===== config.mk =====
export PLATFORM = sky130hd
export DESIGN_NAME = nco_tuning_and_hold_guard_regs
export DESIGN_NICKNAME = d
export VERILOG_FILES = /design/src/rtl/nco_guard_pkg.sv /design/src/rtl/nco_tuning_and_hold_guard_regs.sv
export SDC_FILE = /design/constraint.sdc
export NUM_CORES = 1
export LEC_CHECK = 0
export BUFFER_PORTS_ARGS = -buffer_cell sky130_fd_sc_hd__buf_2
export CAP_MARGIN = 20
export CORE_MARGIN = 3
export CORE_UTILIZATION = 46
export CTS_CLUSTER_SIZE = 10
export DETAILED_ROUTE_END_ITERATION = 7
export HOLD_SLACK_MARGIN = 0.12
export PLACE_DENSITY_LB_ADDON = 0.08
export SKIP_CTS_REPAIR_TIMING = 1
export SLEW_MARGIN = 40
export SYNTH_ARGS = -nofsm -noshare
export SYNTH_HDL_FRONTEND = slang
export SYNTH_SLANG_ARGS = --single-unit

===== constraint.sdc =====
create_clock -name mclk -period 2 [get_ports mclk]
set_clock_uncertainty 0.15 [all_clocks]
set_input_delay 0.6 -clock mclk [delete_from_list [all_inputs] [get_ports mclk]]
set_output_delay 0.6 -clock mclk [all_outputs]
set_load 0.005 [all_outputs]

===== src/rtl/nco_guard_pkg.sv =====
// Shared constants and carrier types for the oscillator tuning and hold guardband registers.
package nco_guard_pkg;
	localparam int ADDR_W = 10;
	localparam int DATA_W = 8;
	localparam int INC_W = 10;
	localparam int GB_W = 3;
	localparam logic [ADDR_W-1:0] OFS_INC_LOW = 10'h139;
	localparam logic [ADDR_W-1:0] OFS_INC_HIGH = 10'h13a;
	localparam logic [ADDR_W-1:0] OFS_HOLD_GB = 10'h13b;
	localparam logic [DATA_W-1:0] RST_INC_LOW = 8'h00;
	localparam logic [DATA_W-1:0] RST_INC_HIGH = 8'h00;
	localparam logic [DATA_W-1:0] RST_HOLD_GB = 8'h00;
	localparam int INC_LOW_LSB = 0;
	localparam int INC_HIGH_LSB = 0;
	localparam int INC_HIGH_W = 2;
	localparam int GB_LSB = 5;
	localparam int GB_RSV_W = 5;
	localparam int PHASE_MOD = 1024;
	localparam int GB_STEP_PS = 35;
	localparam int GB_MAX_PS = 245;
	localparam int GB_PS_W = 8;

	// Register write/read request from the serial control port.
	typedef struct packed {
		logic wr;
		logic rd;
		logic [ADDR_W-1:0] addr;
		logic [DATA_W-1:0] wdata;
	} reg_req_t;

	// All state of the register bank.
	typedef struct packed {
		logic [DATA_W-1:0] incLow;
		logic [INC_HIGH_W-1:0] incHigh;
		logic [GB_W-1:0] guard;
		logic [GB_RSV_W-1:0] guardRsv;
		logic [INC_W-1:0] incOut;
		logic [DATA_W-1:0] rdata;
		logic rvalid;
	} bank_state_t;
endpackage


===== src/rtl/nco_tuning_and_hold_guard_regs.sv =====
// Register bank for the second downconverter oscillator increment and the hold guardband.
// Overview of operation
// (RULE_01) Offset 0x139 bits 7..0 hold the low increment byte, read-write.
// (RULE_02) Offset 0x13a bits 1..0 hold increment bits 9..8; bits 7..2 unused.
// (RULE_03) Oscillator frequency is increment times sample rate divided by 1024.
// (RULE_04) Offset 0x13b bits 7..5 widen the hold window for the hold flag.
// (RULE_05) Each guardband code step adds 35 ps; code 111 adds 245 ps.
// (RULE_06) Guardband only affects flag raising, never capture timing or hold.
// (RULE_07) All three registers reset to 0x00.
// (RULE_08) Increment halves are presented to the oscillator together as one word.
`timescale 1ns/1ps
`default_nettype none
module nco_tuning_and_hold_guard_regs
	import nco_guard_pkg::*;
(
	// Clock and reset.
	input wire logic mclk,
	input wire logic nrst,
	// Register port from the serial control logic.
	input wire reg_req_t req,
	input wire logic xferStrobe,
	output logic [DATA_W-1:0] rdata,
	output logic rvalid,
	// Oscillator and hold flag logic.
	output logic [INC_W-1:0] phaseIncrement,
	output logic [GB_W-1:0] holdGuardCode,
	output logic [GB_PS_W-1:0] holdGuardPs
);
	// Elaboration checks: the fields must fit the byte and the increment word, and the scale, modulus and picosecond width must agree.
	if (INC_HIGH_W + DATA_W != INC_W) begin : g_bad_inc
		$error("increment width mismatch");
	end
	if (GB_STEP_PS * ((1 << GB_W) - 1) != GB_MAX_PS) begin : g_bad_scale
		$error("guardband scale mismatch");
	end
	if (PHASE_MOD != (1 << INC_W)) begin : g_bad_mod
		$error("phase modulus mismatch");
	end
	if (GB_LSB + GB_W != DATA_W || GB_RSV_W != GB_LSB) begin : g_bad_guard
		$error("guardband field layout mismatch");
	end
	if (GB_MAX_PS >= (1 << GB_PS_W)) begin : g_bad_ps
		$error("guardband picosecond width too small");
	end
	if (INC_HIGH_LSB + INC_HIGH_W > DATA_W || INC_LOW_LSB != 0) begin : g_bad_high
		$error("increment field layout mismatch");
	end

	bank_state_t st_r;
	bank_state_t st_nxt;

	function automatic logic hit(input reg_req_t r, input logic [ADDR_W-1:0] ofs);
		hit = r.addr == ofs;
	endfunction

	// Unused increment bits and unmapped offsets read as zero, so software never
	// sees leftovers of an earlier access on the read bus.
	function automatic logic [DATA_W-1:0] read_word(input bank_state_t s,
		input logic [ADDR_W-1:0] a);
		case (a)
			OFS_INC_LOW: begin
				read_word = s.incLow; // [RULE_01]
			end
			OFS_INC_HIGH: begin
				read_word = {{(DATA_W - INC_HIGH_W){1'b0}}, s.incHigh}; // [RULE_02]
			end
			OFS_HOLD_GB: begin
				read_word = {s.guard, s.guardRsv}; // [RULE_04]
			end
			default: begin
				read_word = 8'h00;
			end
		endcase
	endfunction

	////////////////////////////////////////////////////////////////////////////////
	always_comb begin
		st_nxt = st_r;
		st_nxt.rvalid = req.rd;
		st_nxt.rdata = 8'h00;
		if (req.wr) begin
			if (hit(req, OFS_INC_LOW)) begin
				st_nxt.incLow = req.wdata; // [RULE_01]
			end
			if (hit(req, OFS_INC_HIGH)) begin
				st_nxt.incHigh = req.wdata[INC_HIGH_LSB +: INC_HIGH_W]; // [RULE_02]
			end
			if (hit(req, OFS_HOLD_GB)) begin
				st_nxt.guard = req.wdata[GB_LSB +: GB_W]; // [RULE_04]
				st_nxt.guardRsv = req.wdata[0 +: GB_RSV_W];
			end
		end
		if (req.rd) begin
			st_nxt.rdata = read_word(st_r, req.addr);
		end
		// Both halves move to the oscillator only on a transfer strobe, so the
		// increment never mixes a stale half with a fresh one.
		if (xferStrobe) begin
			st_nxt.incOut = {st_nxt.incHigh, st_nxt.incLow}; // [RULE_08] [RULE_03]
		end
	end

	always_ff @(posedge mclk or negedge nrst) begin
		if (!nrst) begin
			st_r.incLow <= RST_INC_LOW; // [RULE_07]
			st_r.incHigh <= RST_INC_HIGH[INC_HIGH_W-1:0];
			st_r.guard <= RST_HOLD_GB[GB_LSB +: GB_W];
			st_r.guardRsv <= RST_HOLD_GB[0 +: GB_RSV_W];
			st_r.incOut <= 10'h000;
			st_r.rdata <= 8'h00;
			st_r.rvalid <= 1'b0;
		end else begin
			st_r <= st_nxt;
		end
	end

	////////////////////////////////////////////////////////////////////////////////
	assign rdata = st_r.rdata;
	assign rvalid = st_r.rvalid;
	assign phaseIncrement = st_r.incOut;
	// The guardband goes only to the flag comparator; nothing here reaches the
	// capture path, which keeps the setting purely informational.
	assign holdGuardCode = st_r.guard; // [RULE_06]
	assign holdGuardPs = GB_PS_W'(GB_STEP_PS * int'(st_r.guard)); // [RULE_05]

	////////////////////////////////////////////////////////////////////////////////
	// Each check on a read or write request samples one edge after the last request of its sequence, when the registered result
	// stands; a read in the same cycle as a write sees the older value.
	a_low_write: assert property (@(posedge mclk) disable iff (!nrst) // [RULE_01]
		req.wr && req.addr == OFS_INC_LOW |=> st_r.incLow == $past(req.wdata))
		else $error("low increment not stored");

	a_low_read: assert property (@(posedge mclk) disable iff (!nrst) // [RULE_01]
		req.rd && req.addr == OFS_INC_LOW |=> rdata == $past(st_r.incLow))
		else $error("low increment readback wrong");

	a_low_keep: assert property (@(posedge mclk) disable iff (!nrst) // [RULE_01]
		!(req.wr && req.addr == OFS_INC_LOW) |=> $stable(st_r.incLow))
		else $error("low increment changed without write");

	a_high_write: assert property (@(posedge mclk) disable iff (!nrst) // [RULE_02]
		req.wr && req.addr == OFS_INC_HIGH ##1 req.rd && req.addr == OFS_INC_HIGH |=>
		rdata == {6'h00, $past(req.wdata[1:0], 2)})
		else $error("high increment readback wrong");

	a_high_unused: assert property (@(posedge mclk) disable iff (!nrst) // [RULE_02]
		req.rd && req.addr == OFS_INC_HIGH |=> rdata[7:2] == 6'h00)
		else $error("unused high increment bits not zero");

	a_high_keep: assert property (@(posedge mclk) disable iff (!nrst) // [RULE_02]
		!(req.wr && req.addr == OFS_INC_HIGH) |=> $stable(st_r.incHigh))
		else $error("high increment changed without write");

	a_inc_concat: assert property (@(posedge mclk) disable iff (!nrst) // [RULE_03]
		xferStrobe && !req.wr |=> phaseIncrement == {st_r.incHigh, st_r.incLow})
		else $error("increment word not concatenated");

	a_guard_write: assert property (@(posedge mclk) disable iff (!nrst) // [RULE_04]
		req.wr && req.addr == OFS_HOLD_GB |=> holdGuardCode == $past(req.wdata[7:5]))
		else $error("guardband code not stored");

	a_guard_read: assert property (@(posedge mclk) disable iff (!nrst) // [RULE_04]
		req.rd && req.addr == OFS_HOLD_GB |=>
		rdata == {$past(holdGuardCode), $past(st_r.guardRsv)})
		else $error("guardband readback wrong");

	a_guard_keep: assert property (@(posedge mclk) disable iff (!nrst) // [RULE_04]
		!(req.wr && req.addr == OFS_HOLD_GB) |=> $stable(holdGuardCode))
		else $error("guardband code changed without write");

	a_guard_ps: assert property (@(posedge mclk) disable iff (!nrst) // [RULE_05]
		holdGuardCode == 3'h7 |-> holdGuardPs == 8'hf5)
		else $error("guardband full scale wrong");

	a_guard_scale: assert property (@(posedge mclk) disable iff (!nrst) // [RULE_05]
		holdGuardPs == GB_PS_W'(35 * int'(holdGuardCode)))
		else $error("guardband step wrong");

	a_guard_none: assert property (@(posedge mclk) disable iff (!nrst) // [RULE_05]
		holdGuardCode == 3'h0 |-> holdGuardPs == 8'h00)
		else $error("guardband zero code not zero");

	a_guard_isolated: assert property (@(posedge mclk) disable iff (!nrst) // [RULE_06]
		!xferStrobe |=> $stable(phaseIncrement))
		else $error("increment moved without strobe");

	a_guard_apart: assert property (@(posedge mclk) disable iff (!nrst) // [RULE_06]
		req.wr && req.addr == OFS_HOLD_GB |=> $stable(st_r.incLow) && $stable(st_r.incHigh))
		else $error("guardband write touched increment");

	a_reset_zero: assert property (@(posedge mclk) // [RULE_07]
		$rose(nrst) |-> phaseIncrement == 10'h000 && holdGuardCode == 3'h0)
		else $error("reset values not zero");

	a_reset_regs: assert property (@(posedge mclk) // [RULE_07]
		$rose(nrst) |-> {st_r.guard, st_r.guardRsv} == RST_HOLD_GB && st_r.incLow == RST_INC_LOW)
		else $error("register reset values wrong");

	a_no_mix: assert property (@(posedge mclk) disable iff (!nrst) // [RULE_08]
		!xferStrobe ##1 !xferStrobe |-> $stable(phaseIncrement))
		else $error("half increment reached oscillator");

	a_strobe_pair: assert property (@(posedge mclk) disable iff (!nrst) // [RULE_08]
		xferStrobe && req.wr && req.addr == OFS_INC_LOW |=>
		phaseIncrement == {$past(st_r.incHigh), $past(req.wdata)})
		else $error("same cycle low write missed by strobe");

	a_high_capture: assert property (@(posedge mclk) disable iff (!nrst) // [RULE_08]
		xferStrobe && req.wr && req.addr == OFS_INC_HIGH |=>
		phaseIncrement == {$past(req.wdata[1:0]), $past(st_r.incLow)})
		else $error("same cycle high write missed by strobe");

	a_hold_out: assert property (@(posedge mclk) disable iff (!nrst) // [RULE_08]
		!xferStrobe && req.wr && (req.addr == OFS_INC_LOW || req.addr == OFS_INC_HIGH) |=>
		$stable(phaseIncrement))
		else $error("increment write reached oscillator early");

	a_unmapped_read: assert property (@(posedge mclk) disable iff (!nrst)
		req.rd && req.addr != OFS_INC_LOW && req.addr != OFS_INC_HIGH &&
		req.addr != OFS_HOLD_GB |=> rdata == 8'h00)
		else $error("unmapped read not zero");

	a_read_pulse: assert property (@(posedge mclk) disable iff (!nrst)
		req.rd |=> rvalid)
		else $error("read not answered");

	a_idle_quiet: assert property (@(posedge mclk) disable iff (!nrst)
		!req.rd |=> !rvalid && rdata == 8'h00)
		else $error("read data outside read cycle");
endmodule
`default_nettype wire


# Word level (Yosys, flattened, before mapping)
# Cells that the tools add are included.
# classes
eq_ne,3
n_reduce_logical,1
n_mul,1
muxes,6
# op_table
operator,count
equality test 10 x 9 -> 1 bit (second input constant),3
2-to-1 mux 8 bit,3
case mux 8 bit (3 select lines),1
2-to-1 mux 18 bit,1
multiplier 6 x 3 -> 8 bit (first input constant),1
2-to-1 mux 2 bit,1
AND reduction 2 bit,1
# totals
elab_cells,18
in_bits,23
ff_bits,37
output_inout_bits,30

# Longest topological paths before layout
# logic_depth
ltp_word,3
mapped_depth,6
depth_no_buf,6

# Least setup slack after synthesis
# Ideal clock, no wire load.
# synth_timing
path_kind,register to output
start,register st_r (netlist bit holdGuardCode[1])
end,output holdGuardPs[4]
path_stages_with_launch,7
path_buffers,0
setup_slack_ns,-0.137
t_arrival_ns,1.387
required_time_ns,1.250
path_cell_list,dfrtp_1 > inv_1 > ha_1 > inv_1 > ha_1 > ha_1 > or2_2
# synth_between
elab_chain_len,1
# synth_rtl
element,line,text
"start, declared",nco_tuning_and_hold_guard_regs.sv:49,bank_state_t st_r;
"start signal, assigned",nco_tuning_and_hold_guard_regs.sv:113,st_r <= st_nxt;
multiplier 6 x 3 -> 8 bit,nco_tuning_and_hold_guard_regs.sv:124,assign holdGuardPs = GB_PS_W'(GB_STEP_PS * int'(st_r.guard));
"end, declared",nco_tuning_and_hold_guard_regs.sv:27,output logic [GB_PS_W-1:0] holdGuardPs
# Every way passes these cells.

# Worst setup path in the final report
# Same ends and word-level chain as after synthesis.

==> run_results.csv <==
group,metric,value,unit
worst_setup_path,critPathBufInv,3,
global_routing,antenna_found_initial,0,
global_routing,met3_usage,0.0532,
yosys,synth.top_cell.area_share,0.489,
die,ios,53,
placed_design,dp_hpwl,3070,um
global_routing,busiest_layer,"met2",
timing,relSlewSlack,0.695,
clock_network,h-tree-depth,2,
power,finalPower,0.00143,W
worst_setup_path,r2r_end,"rdata[1]",
drt,drc,0,
power,p_leak,1.21,nW
yosys,avgSynthCellArea,10.6,um^2
placed_design,portBuffers,52,
clock_network,clk_path_buf_depth,2,
job,max-cap-violations,0,
layout,finish.utilization,0.599,
min_path,min_path_type,"in -> async",
timing,rsz0062_at_grt,"true",
die,rows,22,
yosys,synthCells,178,
worst_setup_path,crit_top_cell,"ha_4",
worst_setup_path,cp-start-kind,"register",
worst_setup_path,crit_chain,"inv_1, ha_1, inv_2, ha_4, ha_4, or2_4, buf_6",
global_routing,grt.overflow.total,0,
worst_setup_path,critPathCaptureType,"output pin",
timing,post-route-period-util,1.21,
die,start_util,0.495,
global_routing,grt_pass1_vias,1486,
yosys,ys_types,27,
die,die-area,4920,um^2
yosys,synth.area.top_cells,"dfrtp_1 49%, buf_4 9.9%, mux2_2 7.1%, ha_1 3.3%, nand4_1 3.3%",
layout,syn_to_final_growth,21.1,%
drt,firstDrtPassIters,4,
global_routing,grt_pass1_wl,6980,um
die,dieWidth,70.2,um
worst_setup_path,r2r_slack,810,ps
layout,nets,252,
worst_setup_path,cp.required,1250,ps
global_routing,grt_use_met2,0.280,
yosys,synth_nets,206,
worst_setup_path,worstPathArrival,1660,ps
clock_network,path_clk_slew,70,ps
drt,first_iter_violations,78,
worst_setup_path,slowest_stage,"dfrtp_1",
worst_setup_path,critical_path.top_delay_family,"adder cells",
worst_setup_path,regToRegStartpoint,"st_r[28]",
drt,avgRoutedWirePerCell,15.1,um
drt,vias,1423,
placed_design,pre_cts_ws,-198,ps
clock_network,cts_root_buf,"clkbuf_8",
clock_network,clk_latency,290,ps
timing,min_period,2410,ps
clock_network,cts_made_buffers,5,
worst_setup_path,crit_fanout,3,
yosys,syn-cell-area,1890,um^2
yosys,ys_warn_count,0,
drt,viasPerCell,5.21,
drt,wl,4120,um
yosys,synth_seq_cells,37,
timing,clock.fmax,414,MHz
timing,hold_ws,194,ps
timing,hold_viol_final,0,
timing,maxSlewViolCount,0,
clock_network,clock_sinks,37,
yosys,ys_seq_area_frac,0.489,
run_status,failed_checks,"negative setup slack",
worst_setup_path,path_class,"reg -> out",
clock_network,cts_tree,"built",
layout,diodes,0,
drt,ant_nets,0,
layout,drive_gt1_frac,0.453,
power,irDropWorstVdd,0.000299,V
global_routing,grt_max_degree,38,
timing,setup_viol,3,
worst_setup_path,cpPeakStageDelay,370,ps
placed_design,place_congestion,0.810,
die,core_area,3830,um^2
global_routing,grt_usage,0.181,
timing,worst_pin_slew,458,ps
power,powerDensity,624,nW/um^2
worst_setup_path,r2r_cells,3,
global_routing,grtUsageMet1,0.236,
run_status,status,"complete, but fails checks",
yosys,synth_area_leader_cell,"dfrtp_1",
timing,setup_tns,-779,ps
timing,timing.final.ws_setup,-414,ps
die,fp.dieH,70.2,um
[power breakdown]
part	internal (W)	total (W)	switching (W)
Combinational	0.0000685	0.000148	0.0000795
Sequential	0.000766	0.000776	0.00000997
Clock	0.000240	0.000508	0.000268
Total	0.00107	0.00143	0.000357
[sequential cells by signal, indices dropped and copies added, names as in the netlist]
signal	flops
holdGuardCode	3
rdata	8
rvalid	1
st_r	15
phaseIncrement	10
[synth_stat cells, drive strengths merged]
cell	number
nor3	1
mux2i	6
and4b	1
dfrtp	37
nor4b	1
or2	1
nand3b	2
clkbuf	9
or4b	1
o211ai	2
and2	9
or4	2
nand2	12
nand4	10
a22oi	2
nand4b	1
mux2	12
nand3	1
buf	26
nor2	16
nand2b	2
a31oi	8
ha	5
inv	2
nor2b	1
o31ai	8
[stage by stage]
step                      std cells  cell area (um^2)
after floorplan                 178              1900
after global placement          265              2160
after detailed placement        265              2160
after CTS                       273              2250
after global routing            273              2290
final                           273              2290
[logic make-up after synthesis]
family                     count (synthesis)  share of synthesized area
and+or+nand+nor                           61                      0.174
adders and majority gates                  5                     0.0330
buffers and inverters                     37                      0.127
muxes                                     18                      0.103
DFF                                       37                      0.489
AOI/OAI and AO/OA                         20                     0.0740
[worst reg2reg max path, delay by kind of cell (launching register included)]
family | cells | cell delay [ps]
multiplexers | 1 | 280
AO/OA/AOI/OAI | 1 | 200
flip-flops | 1 | 400
AND/OR/NAND/NOR | 1 | 50
[final cells by class]
type / count / area, um^2
fill: 340 / 1530
clock buffer: 5 / 68.8
clock inverter: 3 / 17.5
multi-input combinational: 104 / 769
timing repair buffer: 74 / 444
sequential: 37 / 926
inverter: 2 / 7.51
tap: 48 / 60.1
[metal layers]
metal / share of wire / vias to the layer above
li1: - / 692
met1: 0.47 / 675
met2: 0.46 / 52
met3: 0.060 / 4
met4: 0.012 / 0
met5: 0 / -
[placed cells by master, fill, tap and decap left out, types with 2 or more instances in the layout]
cell type   n
a22oi_1     2
a31oi_1     8
and2_1      9
buf_2      49
buf_4      22
buf_6       3
clkbuf_8    5
clkinv_2    2
dfrtp_1    37
ha_1        2
ha_4        2
mux2_2     12
mux2i_1     6
nand2_1    12
nand2b_1    2
nand3b_1    2
nand4_1    10
nor2_1     16
o211ai_1    2
o31ai_1     8
or4_1       2
[worst max path at each step]
| stage | start | endpoint | depth (start not counted) |
|---|---|---|---|
| 4_1_cts | holdGuardCode[1] | holdGuardPs[4] | 7 |
| 2_1_floorplan | holdGuardCode[1] | holdGuardPs[4] | 6 |
| 3_5_place_dp | req[17] | phaseIncrement[1] | 5 |
| 6_report | holdGuardCode[1] | holdGuardPs[4] | 7 |
| 5_1_grt | holdGuardCode[1] | holdGuardPs[4] | 7 |
| 3_3_place_gp | req[17] | st_r[27] | 4 |
No activity file was read; power rests on OpenSTA's default activity.
